<file path="src/hdl/wlr_pkg.sv">
// Package of register map, field layouts, reset values and carriers for the warning limit bank.
package wlr_pkg;

   // ****************************************************************
   // Register command codes
   // ****************************************************************
   localparam logic [7:0] CMD_VOUT_HIGH = 8'h42;
   localparam logic [7:0] CMD_VOUT_LOW  = 8'h43;
   localparam logic [7:0] CMD_LOAD_HIGH = 8'h4A;
   localparam logic [7:0] CMD_TEMP_FLT  = 8'h4F;
   localparam logic [7:0] CMD_TEMP_WARN = 8'h51;
   localparam logic [7:0] CMD_VIN_HIGH  = 8'h57;
   localparam logic [7:0] CMD_VIN_LOW   = 8'h58;
   localparam logic [7:0] CMD_PIN_HIGH  = 8'h6B;

   // ****************************************************************
   // Field layouts and reset values
   // ****************************************************************
   localparam int          LIM12_W     = 12;
   localparam int          LIM15_W     = 15;
   localparam logic [15:0] LIM12_MASK  = 16'h0FFF;
   localparam logic [15:0] LIM15_MASK  = 16'h7FFF;
   localparam logic [15:0] RST_ONES12  = 16'h0FFF;
   localparam logic [15:0] RST_ZERO12  = 16'h0000;
   localparam logic [15:0] RST_ONES15  = 16'h7FFF;
   localparam int          NUM_LIMITS  = 8;

   // ****************************************************************
   // Carriers
   // ****************************************************************
   typedef struct packed
   {
      logic [11:0] vout;
      logic [11:0] load;
      logic [11:0] temp;
      logic [11:0] vin;
      logic [14:0] pin;
   } wlr_meas_s;

   typedef struct packed
   {
      logic vout_high;
      logic vout_low;
      logic load_high;
      logic temp_flt;
      logic temp_warn;
      logic vin_high;
      logic vin_low;
      logic pin_high;
   } wlr_warn_s;

endpackage : wlr_pkg
</file>
<file path="src/hdl/wlr_bank.sv">
// Warning and fault threshold bank with conversion comparators and warning latches.
`timescale 1ns/100ps
`default_nettype none

// How it works
// - Output voltage high warning, 12 bits read/write, resets to all ones.
// - Output voltage low warning, 12 bits read/write, resets to zero.
// - Load current high warning, 12 bits read/write, resets to all ones.
// - Temperature fault threshold, 12 bits read/write, resets to all ones.
// - Separate temperature warning threshold, 12 bits, resets to all ones.
// - Input voltage high warning, 12 bits read/write, resets to all ones.
// - Input voltage low warning, 12 bits read/write, resets to zero.
// - Input power high warning, 15 bits, resets 0x7FFF, bit 15 reads zero.
// - Upper four reserved bits of 12-bit thresholds always read zero.
// - Clear-faults clears warnings; still-exceeded ones set again next conversion.
module wlr_bank
   import wlr_pkg::*;
(
   // Clock and reset
   input  wire logic        SYS_CLK,
   input  wire logic        RSTN,
   // Register access from the command engine
   input  wire logic        WR_EN,
   input  wire logic        RD_EN,
   input  wire logic [7:0]  CMD,
   input  wire logic [15:0] WR_DATA,
   output var  logic [15:0] RD_DATA,
   output var  logic        RD_VALID,
   output var  logic        CMD_MISS,
   // Clear of latched warnings
   input  wire logic        CLEAR_FAULTS,
   // Conversion results
   input  wire logic        CONV_DONE,
   input  wire wlr_meas_s   MEAS,
   // Latched warnings
   output var  wlr_warn_s   WARN
);

   // ****************************************************************
   // Threshold registers
   // ****************************************************************
   localparam logic [7:0] CMDS [NUM_LIMITS] = '{CMD_VOUT_HIGH, CMD_VOUT_LOW, CMD_LOAD_HIGH,
      CMD_TEMP_FLT, CMD_TEMP_WARN, CMD_VIN_HIGH, CMD_VIN_LOW, CMD_PIN_HIGH};
   localparam logic [15:0] MASKS [NUM_LIMITS] = '{LIM12_MASK, LIM12_MASK, LIM12_MASK,
      LIM12_MASK, LIM12_MASK, LIM12_MASK, LIM12_MASK, LIM15_MASK};
   localparam logic [15:0] RSTS [NUM_LIMITS] = '{RST_ONES12, RST_ZERO12, RST_ONES12,
      RST_ONES12, RST_ONES12, RST_ONES12, RST_ZERO12, RST_ONES15};

   // Each entry of lim already has its reserved bits at zero inside its own register.
   logic [15:0] lim [NUM_LIMITS];
   logic [NUM_LIMITS-1:0] hit;

   // One reset value and mask per entry; index 7 is the 15-bit power field.
   // A command that matches no entry leaves every write enable low, so the write is dropped.
   for (genvar g = 0; g < NUM_LIMITS; g++)
   begin : g_lim
      assign hit[g] = (CMD == CMDS[g]);
      wlr_limit_reg #(
         .MASK      (MASKS[g]),
         .RST_VALUE (RSTS[g])
      ) u_reg (
         .clk     (SYS_CLK),
         .rstn    (RSTN),
         .wr_en   (WR_EN & hit[g]),
         .wr_data (WR_DATA),
         .value   (lim[g])
      );
   end

   // ****************************************************************
   // Read path
   // ****************************************************************
   // Read data are held between reads, so the protocol engine may fetch them late.
   logic [15:0] next_rd_data;
   logic        next_rd_valid;
   logic        next_cmd_miss;

   always_comb
   begin
      next_rd_data  = RD_DATA;
      next_rd_valid = 1'b0;
      next_cmd_miss = 1'b0;
      if (RD_EN)
      begin
         next_rd_valid = 1'b1;
         unique case (CMD)
            CMD_VOUT_HIGH:
            begin
               next_rd_data = lim[0] & MASKS[0];
            end
            CMD_VOUT_LOW:
            begin
               next_rd_data = lim[1] & MASKS[1];
            end
            CMD_LOAD_HIGH:
            begin
               next_rd_data = lim[2] & MASKS[2];
            end
            CMD_TEMP_FLT:
            begin
               next_rd_data = lim[3] & MASKS[3];
            end
            CMD_TEMP_WARN:
            begin
               next_rd_data = lim[4] & MASKS[4];
            end
            CMD_VIN_HIGH:
            begin
               next_rd_data = lim[5] & MASKS[5];
            end
            CMD_VIN_LOW:
            begin
               next_rd_data = lim[6] & MASKS[6];
            end
            // The power entry keeps three more field bits; its bit 15 still reads zero.
            CMD_PIN_HIGH:
            begin
               next_rd_data = lim[7] & MASKS[7];
            end
            default:
            begin
               next_rd_data = 16'h0000;
            end
         endcase
      end
      // An unknown command reads as zero and is flagged for the protocol engine.
      if ((RD_EN || WR_EN) && (hit == '0))
      begin
         next_cmd_miss = 1'b1;
      end
   end

   // RD_VALID is a one-cycle pulse, while RD_DATA stands until the next read.
   always_ff @(posedge SYS_CLK)
   begin
      if (!RSTN)
      begin
         RD_DATA  <= 16'h0000;
         RD_VALID <= 1'b0;
         CMD_MISS <= 1'b0;
      end
      else
      begin
         RD_DATA  <= next_rd_data;
         RD_VALID <= next_rd_valid;
         CMD_MISS <= next_cmd_miss;
      end
   end

   // ****************************************************************
   // Comparators
   // ****************************************************************
   // Strict comparisons: a result equal to its threshold raises no warning.
   function automatic logic above(input logic [14:0] meas, input logic [15:0] limit);
      above = ({1'b0, meas} > limit);
   endfunction : above

   function automatic logic below(input logic [14:0] meas, input logic [15:0] limit);
      below = ({1'b0, meas} < limit);
   endfunction : below

   // Each 12-bit result is widened once, so one pair of functions serves every channel.
   logic [14:0] vout_w;
   logic [14:0] load_w;
   logic [14:0] temp_w;
   logic [14:0] vin_w;
   wlr_warn_s   exceed;

   assign vout_w = {3'h0, MEAS.vout};
   assign load_w = {3'h0, MEAS.load};
   assign temp_w = {3'h0, MEAS.temp};
   assign vin_w  = {3'h0, MEAS.vin};

   always_comb
   begin
      exceed.vout_high = above(vout_w,   lim[0]);
      exceed.vout_low  = below(vout_w,   lim[1]);
      exceed.load_high = above(load_w,   lim[2]);
      exceed.temp_flt  = above(temp_w,   lim[3]);
      exceed.temp_warn = above(temp_w,   lim[4]);
      exceed.vin_high  = above(vin_w,    lim[5]);
      exceed.vin_low   = below(vin_w,    lim[6]);
      exceed.pin_high  = above(MEAS.pin, lim[7]);
   end

   // ****************************************************************
   // Warning latches
   // ****************************************************************
   // Warnings stay set until a clear, so an excursion between two host polls is never missed.
   wlr_warn_s next_warn;

   // A conversion in the same cycle as a clear wins, so no event is lost.
   always_comb
   begin
      next_warn = WARN;
      if (CLEAR_FAULTS)
      begin
         next_warn = '0;
      end
      if (CONV_DONE)
      begin
         next_warn = next_warn | exceed;
      end
   end

   always_ff @(posedge SYS_CLK)
   begin
      if (!RSTN)
      begin
         WARN <= '0;
      end
      else
      begin
         WARN <= next_warn;
      end
   end

endmodule : wlr_bank
`default_nettype wire

</file>
<file path="src/hdl/wlr_limit_reg.sv">
// One read/write threshold register with a masked field and reserved bits forced to zero.
`timescale 1ns/100ps
`default_nettype none
module wlr_limit_reg
   import wlr_pkg::*;
#(
   parameter logic [15:0] MASK      = LIM12_MASK,
   parameter logic [15:0] RST_VALUE = RST_ONES12
)
(
   // Clock and reset
   input  wire logic        clk,
   input  wire logic        rstn,
   // Write port
   input  wire logic        wr_en,
   input  wire logic [15:0] wr_data,
   // Stored value
   output var  logic [15:0] value
);

   logic [15:0] next_value;

   // Reserved bits are never stored, so they always read back as zero.
   always_comb
   begin
      next_value = value;
      if (wr_en)
      begin
         next_value = wr_data & MASK;
      end
   end

   always_ff @(posedge clk)
   begin
      if (!rstn)
      begin
         value <= RST_VALUE & MASK;
      end
      else
      begin
         value <= next_value;
      end
   end

endmodule : wlr_limit_reg
`default_nettype wire

</file>
<file path="config.mk">
export PLATFORM = sky130hd
export DESIGN_NAME = wlr_bank
export DESIGN_NICKNAME = d
export VERILOG_FILES = /design/src/hdl/wlr_pkg.sv /design/src/hdl/wlr_bank.sv /design/src/hdl/wlr_limit_reg.sv
export SDC_FILE = /design/constraint.sdc
export NUM_CORES = 1
export LEC_CHECK = 0
export ABC_AREA = 1
export BUFFER_PORTS_ARGS = -buffer_cell sky130_fd_sc_hd__buf_2
export CAP_MARGIN = 5
export CORE_MARGIN = 1
export CORE_UTILIZATION = 45
export DETAILED_ROUTE_END_ITERATION = 10
export PLACE_DENSITY = 0.68
export SKIP_LAST_GASP = 1
export SLEW_MARGIN = 20
export SYNTH_ARGS = -nofsm -noshare
export SYNTH_HDL_FRONTEND = slang
export SYNTH_SLANG_ARGS = --single-unit
</file>
<file path="constraint.sdc">
create_clock -name SYS_CLK -period 1.4 [get_ports SYS_CLK]
set_clock_uncertainty 0.05 [all_clocks]
set_input_delay 0.42 -clock SYS_CLK [delete_from_list [all_inputs] [get_ports SYS_CLK]]
set_output_delay 0.42 -clock SYS_CLK [all_outputs]
set_load 0.03 [all_outputs]
</file>
# After elaboration in Yosys (flattened, before gate mapping)
# Index checks and enable logic that the tools add are counted.
[op_classes]
magnitude_cmp = 8
eq_ne = 8
mux = 5
n_bitwise = 9
n_reduce_logical = 3
[ops]
columns = ["operator", "n"]
rows = [
  ["case mux 15 bit (8 select lines)", 1],
  ["equality test 8 x 7 -> 1 bit, second input constant", 8],
  ["> comparator 12 bit", 5],
  ["less-than comparator 12 bit", 2],
  ["2-to-1 mux 8 bit", 2],
  ["> comparator 15 bit", 1],
  ["AND 1 bit", 8],
  ["zero test 8 bit", 1],
  ["bitwise OR 8 bit", 1],
  ["2-to-1 mux 1 bit", 2],
  ["logical AND 1 bit", 1],
  ["logical OR 1 bit", 1],
]
[totals]
reg_bits = 125
input_bits = 93
out_inout_bits = 26

# Depth between registers and ports, before layout
# Gate-level depths: netlist of the first run.
[logic_depth]
word_depth = 4
ltp_mapped = 11
depth_no_buf = 10

# Hierarchy
# A second synthesis of the first run with hierarchy kept.
[unflattened]
cells_unflattened = 1338
area_unflattened_um2 = 8868.5
[modules_own_cells]
columns = ["module", "n_inst", "cells_per_inst", "area_per_inst_um2", "seq_area_each_um2"]
rows = [
  ["wlr_bank", 1, 826, 4923.5, 500.5],
  ["wlr_limit_reg (g_lim[0].u_reg ...)", 5, 57, 451.7, 240.2],
  ["wlr_limit_reg (g_lim[1].u_reg ...)", 2, 80, 526.8, 240.2],
  ["wlr_limit_reg (g_lim[7].u_reg)", 1, 67, 633.1, 300.3],
]

# Worst setup path before layout of the first run
# OpenSTA, ideal clock, no wires.
[synth_timing]
kind = "input port to flip-flop"
start = "input port CMD[7]"
end = "register g_lim[3].u_reg.value[10]"
arrival_ns = 1.322
required_time_ns = 1.212
slack_ns = -0.110
cell_stages = 8
path_buffers = 2
cell_sequence = "inv_1 nand2_2 nor2_4 buf_4 nand2_2 nor2_2 buf_2 o211ai_1"
[synth_via]
elab_chain_len = 2
[synth_rtl]
columns = ["element", "line_no", "text"]
rows = [
  ["from (decl)", "wlr_bank.sv:25", "input wire logic [7:0] CMD,"],
  ["equality test 8 x 7 -> 1 bit", "wlr_bank.sv:57", "assign hit[g] = (CMD == CMDS[g]);"],
  ["AND 1 bit", "wlr_bank.sv:64", ".wr_en (WR_EN & hit[g]),"],
  ["to (signal assigned)", "wlr_limit_reg.sv:37", "value <= RST_VALUE & MASK;"],
  ["to (signal assigned)", "wlr_limit_reg.sv:41", "value <= next_value;"],
  ["to (decl)", "wlr_limit_reg.sv:18", "output var logic [15:0] value"],
]
# Every way passes these cells.
# A chain may end at the register's enable or synchronous reset.

# Final worst setup path of the first run
[layout_timing]
start = "register g_lim[2].u_reg.value[9]"
end = "register WARN[5] (netlist name)"
[layout_via]
elab_chain_len = 3
[layout_rtl]
columns = ["element", "line_no", "text"]
rows = [
  ["from (decl)", "wlr_limit_reg.sv:18", ""],
  ["from (signal assigned)", "wlr_limit_reg.sv:37", ""],
  ["from (signal assigned)", "wlr_limit_reg.sv:41", ""],
  ["> comparator 12 bit", "wlr_bank.sv:155", "above = ({1'b0, meas} > limit);"],
  ["bitwise OR 8 bit", "wlr_bank.sv:202", "next_warn = next_warn | exceed;"],
  ["2-to-1 mux 8 bit", "wlr_bank.sv:200", "if (CONV_DONE)"],
  ["to (signal assigned)", "wlr_bank.sv:214", "WARN <= next_warn;"],
  ["to (decl)", "wlr_bank.sv:36", "output var wlr_warn_s WARN"],
]
# Every way passes these cells.

==> flow_summary_export.csv, run 1 <==
group,metric,value,unit
setup_path,crit_family,"simple AND/OR/NAND/NOR gates",
setup_path,critPathRequiredTime,1660,ps
grt,grt-ovfl-total,0,
sta,slew_viol_final,0,
setup_path,crit_chain,"inv_2 > ha_4 > a21oi_2 > o21ai_1 > nor2_1 > nand3_1 > nand2_1 > a21oi_2",
finish,nets,1483,
finish,antennaDiodeCount,0,
hold_path,hp-class,"in -> reg",
floorplan,dieArea,0.0175,mm^2
power_and_ir_drop,powerDensity,858,mW/mm^2
yosys,ys_warn_count,0,
finish,stdcell_count,1526,
floorplan,coreArea,0.0166,mm^2
detailed_routing,ant_nets,0,
grt,grt_pass1_wl,39.2,mm
yosys,synth_cell_types,28,
detailed_routing,drt_iter0_drc,961,
floorplan,ios,119,
yosys,synth-seq-cells,124,
sta,hold_viol_final,0,
finish,regArea,0.00257,mm^2
cts,cts_max_path_buffers,2,
setup_path,slowest_stage,"dfxtp_2",
yosys,ys_seq_area_share,32.4,%
yosys,synthesis.nets,1282,
grt,grt_max_degree,36,
setup_path,path_class,"reg -> reg",
yosys,synth.cell_area,0.00765,mm^2
grt,antenna_found_initial,0,
finish,fill_cells,1287,
detailed_routing,route.detailed.drc,0,
floorplan,rows,47,
finish,syn2layout_area_growth,50.3,%
yosys,synthCells,1092,
finish,multi_input_area,0.00544,mm^2
yosys,synth_top_area_share,32.4,%
sta,fin_crit,1460,ps
yosys,avgSynthCellArea,7.01,um^2
detailed_routing,drt-total-wl,28.2,mm
setup_path,cp.arrival,1720,ps
yosys,synth_edf_count,0,
setup_path,crit_buf_inv,1,
cts,cts_tree,"done",
power_and_ir_drop,irDropWorstVdd,883,uV
place,gp_congestion,1.06,
detailed_routing,viasPerCell,5.52,
flow_run,maxCapViolations,0,
floorplan,die_w,132,um
detailed_routing,via_count,8416,
yosys,synth_area_leaders,"dfxtp_1 (32%), ha_1 (16%), nand2_1 (10%)",
detailed_routing,drt_pre_antenna_iters,6,
finish,drive_gt1_share,39.9,%
status,violations,"setup timing",
place,dp_hpwl,18.4,mm
power_and_ir_drop,leakagePower,5.46,nW
cts,ctsRootBufferMaster,"clkbuf_16",
setup_path,critPathMaxFanout,2,
floorplan,die_h,132,um
setup_path,startpoint_type,"flop",
cts,h-tree-depth,4,
detailed_routing,wl_per_cell,18.5,um
sta,min_period_over_period,104,%
yosys,synth_ff_type,"dfxtp_1",
sta,fin_tns_setup,-81.8,ps
sta,rsz0062_at_grt,"yes",
cts,clkSinkCount,124,
sta,setup_ws,-61.1,ps
yosys,synth_top_area_cell,"dfxtp_1",
cts,cts_hold_buf,0,
sta,setup_viol,3,
place,port_buffers,116,
status,run_status,"complete, but fails checks",
grt,grt_pass1_vias,7396,
floorplan,start_util,46.1,%
cts,cts_buffers,17,
cts,clk_pin_slew,60,ps
setup_path,cp_common_cell,"a21oi_2",
sta,holdWs,170,ps
grt,grt_usage,29.6,%
place,placed_cells,1469,
setup_path,cp-end-kind,"flop",
setup_path,max_stage_delay,330,ps
cts,clk_latency,420,ps
yosys,ys_top_cells_by_count,"nand2_1 (205), a21oi_1 (147), inv_1 (131)",
sta,max_freq,0.684,GHz
yosys,yosysMostFrequentCell,"nand2_1",
yosys,synthArstFlopShare,0,%
-- report_power, final --
part / total, W / switching [W] / internal [W]
Sequential: 0.00356 / 0.0000118 / 0.00355
Combinational: 0.00118 / 0.000694 / 0.000486
Clock: 0.00513 / 0.00166 / 0.00347
-- layout make-up --
cell class,instances,share of cell area [%]
clock buffers,21,4.09
clock inverters,11,1.85
well taps,220,2.39
repair buffers,234,17.3
flip-flops and latches,124,22.3
inverters,137,4.78
multi-input cells,779,47.3
-- cells in the final DEF, fill, tap and decap left out, drive strengths merged --
master,instances
nand3,118
buf,228
nor2,62
clkbuf,27
clkinvlp,3
o21bai,1
o21ai,107
nor3,4
o211ai,11
ha,97
nand2b,2
nand2,209
inv,137
a21oi,147
o21a,2
conb,1
dfxtp,124
clkinv,2
nand4,12
bufinv,6
and2,4
nor4,2
-- stage by stage --
step	total power [W]	cell area, um^2	util [%]	setup WS [ps]
final	0.00987	11500	69.4	-61.1
after global routing	0.0101	11500	69.4	-120
after CTS	0.00968	10400	63.0	-4.09
after detailed placement	0.00456	9340	56.3	-369
after global placement	0.00454	9340	56.3	-333
after floorplan	0.00409	7850	-	-7.79
-- what timing repair did --
item                       4_1_cts  5_1_grt
setup endpoints to repair       32       38
resized for setup              108      191
pin swaps                       21       54
buffers inserted                 1       17
gates cloned                     0        7
-- metal layers --
layer	vias up	GRT usage, %	part of all wire [%]
met4	0	13.6	5.2
li1	4067	-	-
met3	97	4.50	7.8
met5	-	0	0
met1	3837	38.1	40
met2	415	48.9	47
-- sequential cells by signal, summed over array words and instances (netlist names) --
register,count
RD_DATA,15
RD_VALID,1
g_lim.u_reg.value,99
WARN,8
CMD_MISS,1
-- final timing paths --
check,endpoint,startpoint,slack [ps],cells after the start
worst min register to register,WARN[7],WARN[7],410,2
worst min-delay path,g_lim[7].u_reg.value[12],WR_DATA[12],170,3
worst max-delay path,WARN[5],g_lim[2].u_reg.value[9],-60,8
worst max register to register,WARN[5],g_lim[2].u_reg.value[9],-60,8
-- cells by family (layout without fill, tap and decap cells) --
family                   count (synthesis)  in the layout  share of synthesized area [%]
flip-flops                             124            124                           32.4
AO/OA/AOI/OAI                          268            268                           18.0
adder cells (fa/ha/maj)                 97             97                           15.9
AND/OR/NAND/NOR                        413            413                           23.5
buffers and inverters                  189            403                           10.2
other                                    1              1                         0.0490
-- worst reg2reg max path, cell delays in order (launching register included) --
cell and delay, ps:
dfxtp_2 330, inv_2 50, ha_4 250, a21oi_2 140
o21ai_1 70, nor2_1 180, nand3_1 130, nand2_1 110
a21oi_2 50
Power figures use the tool's default switching activity.
==> run 2: changes to the inputs <==
==> constraint.sdc (replaced) <==
create_clock -name SYS_CLK -period 1.4 [get_ports SYS_CLK]
set_clock_uncertainty 0.05 [all_clocks]
set_input_delay 0.42 -clock SYS_CLK [delete_from_list [all_inputs] [get_ports SYS_CLK]]
set_output_delay 0.42 -clock SYS_CLK [all_outputs]
set_load 0.005 [all_outputs]
==> run 2 against run 1 <==
- the flow still finishes with violations (setup timing)
- non-clock buffer count is 4 lower
- first-iteration DRC count is 0.73% lower
- cell count is 0.26% lower
- wire length is 1.9% lower
- critical endpoint is now WARN[0]
- largest power group unchanged
==> flow_summary_export.csv, run 2 (synthesis gave the netlist of run 1 again) <==
group,metric,value,unit
status,run_status,"complete, but fails checks",
status,violations,"setup timing",
grt,grt_pass1_wl,38.9,mm
hold_path,hp-class,"in -> reg",
sta,fin_tns_setup,-91.7,ps
power_and_ir_drop,irDropWorstVdd,950,uV
detailed_routing,route.detailed.drc,0,
cts,h-tree-depth,4,
floorplan,die_w,132,um
place,placed_cells,1469,
floorplan,dieArea,0.0175,mm^2
detailed_routing,drt_iter0_drc,954,
setup_path,critPathRequiredTime,1700,ps
setup_path,critPathMaxFanout,2,
finish,nets,1479,
finish,antennaDiodeCount,0,
power_and_ir_drop,leakagePower,5.40,nW
grt,grt_usage,29.4,%
sta,setup_ws,-66.0,ps
cts,cts_tree,"done",
setup_path,startpoint_type,"flop",
grt,grt-ovfl-total,0,
place,gp_congestion,1.06,
finish,stdcell_count,1522,
sta,rsz0062_at_grt,"yes",
floorplan,coreArea,0.0166,mm^2
cts,clk_latency,420,ps
flow_run,maxCapViolations,0,
finish,largest_register_ffs,99,
detailed_routing,wl_per_cell,18.2,um
floorplan,ios,119,
sta,fin_crit,1470,ps
place,dp_hpwl,18.4,mm
setup_path,cp.arrival,1770,ps
power_and_ir_drop,powerDensity,874,mW/mm^2
sta,setup_viol,3,
finish,largest_register,"g_lim.u_reg.value",
cts,cts_buffers,17,
cts,clk_pin_slew,60,ps
detailed_routing,via_count,8362,
detailed_routing,drt-total-wl,27.7,mm
floorplan,die_h,132,um
detailed_routing,ant_nets,0,
grt,grt_pass1_vias,7377,
finish,largest_registers,"g_lim.u_reg.value: 99 flops, RD_DATA: 15 flops, WARN: 8 flops",
grt,antenna_found_initial,0,
place,port_buffers,116,
sta,slew_viol_final,0,
cts,clkSinkCount,124,
finish,drive_gt1_share,38.6,%
power_and_ir_drop,finalPower,0.00983,W
finish,final_cell_mix,"nand2_1 (182), a21oi_1 (129), buf_2 (116)",
grt,grt_max_degree,36,
floorplan,start_util,46.1,%
setup_path,path_class,"reg -> reg",
sta,min_period_over_period,105,%
cts,cts_max_path_buffers,2,
finish,final_common_cell,"nand2_1",
floorplan,rows,47,
cts,ctsRootBufferMaster,"clkbuf_16",
sta,max_freq,0.682,GHz
detailed_routing,routed.top_layer,"met4",
finish,fill_cells,1320,
detailed_routing,viasPerCell,5.49,
detailed_routing,drt_pre_antenna_iters,5,
detailed_routing,met1Wirelength,11.3,mm
detailed_routing,wl_met3,2.08,mm
detailed_routing,wl_met2,13.1,mm
cts,cts_hold_buf,0,
sta,hold_viol_final,0,
setup_path,cp-end-kind,"flop",
finish,syn2layout_area_growth,46.9,%
-- run 2: cell types whose count changed in the layout (fill, tap and decap cells not counted), sizes merged --
cell	before	now
buf	228	226
clkbuf	27	25
-- run 2: report_power, final --
group	switching [W]	internal, W	leakage [nW]	total [W]
clock	0.00167	0.00347	0.325	0.00514
sequential	0.0000101	0.00355	0.992	0.00356
combinational	0.000663	0.000466	4.09	0.00113
total	0.00234	0.00749	5.40	0.00983
-- run 2: repair_timing --
item	in CTS	in global routing
gates resized for setup	56	176
endpoints found under the setup margin	11	28
setup buffers	1	16
pin swaps	19	47
cloned	0	4
-- run 2: area by class of cell --
cell class	instances	area, um^2	share of cell area (%)
multi-input combinational	779	5400	48.1
sequential	124	2550	22.7
timing repair buffer	230	1780	15.8
inverter	137	549	4.89
clock buffer	21	470	4.19
tap	220	275	2.45
clock inverter	11	213	1.89
-- run 2: per-layer routing --
layer	track usage [%]	vias up
met5	0	-
met4	14.2	0
met3	4.00	86
met2	48.2	358
met1	38.0	3847
li1	-	4071
-- run 2: final timing paths --
path | startpoint | end | slack (ps) | depth (start not counted)
worst min register to register | RD_DATA[12] | RD_DATA[12] | 410 | 2
worst max-delay path | g_lim[7].u_reg.value[13] | WARN[0] | -70 | 8
worst min-delay path | WR_DATA[14] | g_lim[7].u_reg.value[14] | 180 | 3
worst max register to register | g_lim[7].u_reg.value[13] | WARN[0] | -70 | 8
-- run 2: worst max-delay path, cell delays in order (launching register included) --
cell and delay (ps):
dfxtp_2 350, inv_2 50, ha_4 270, nand2_4 60, o21ai_0 290, a21oi_2 60, nand2_1 70, nand2_1 60
a21oi_2 130
-- run 2: through the flow --
step                      hold slack [ps]  utilization [%]  area (um^2)  setup WS, ps
final                                 176             67.8        11200         -66.0
after detailed placement              400             56.3         9340          -369
after floorplan                       389                -         7850         -7.79
after global routing                  187             67.8        11200          -124
after CTS                             154             62.1        10300         -8.82
after global placement                399             56.3         9340          -333
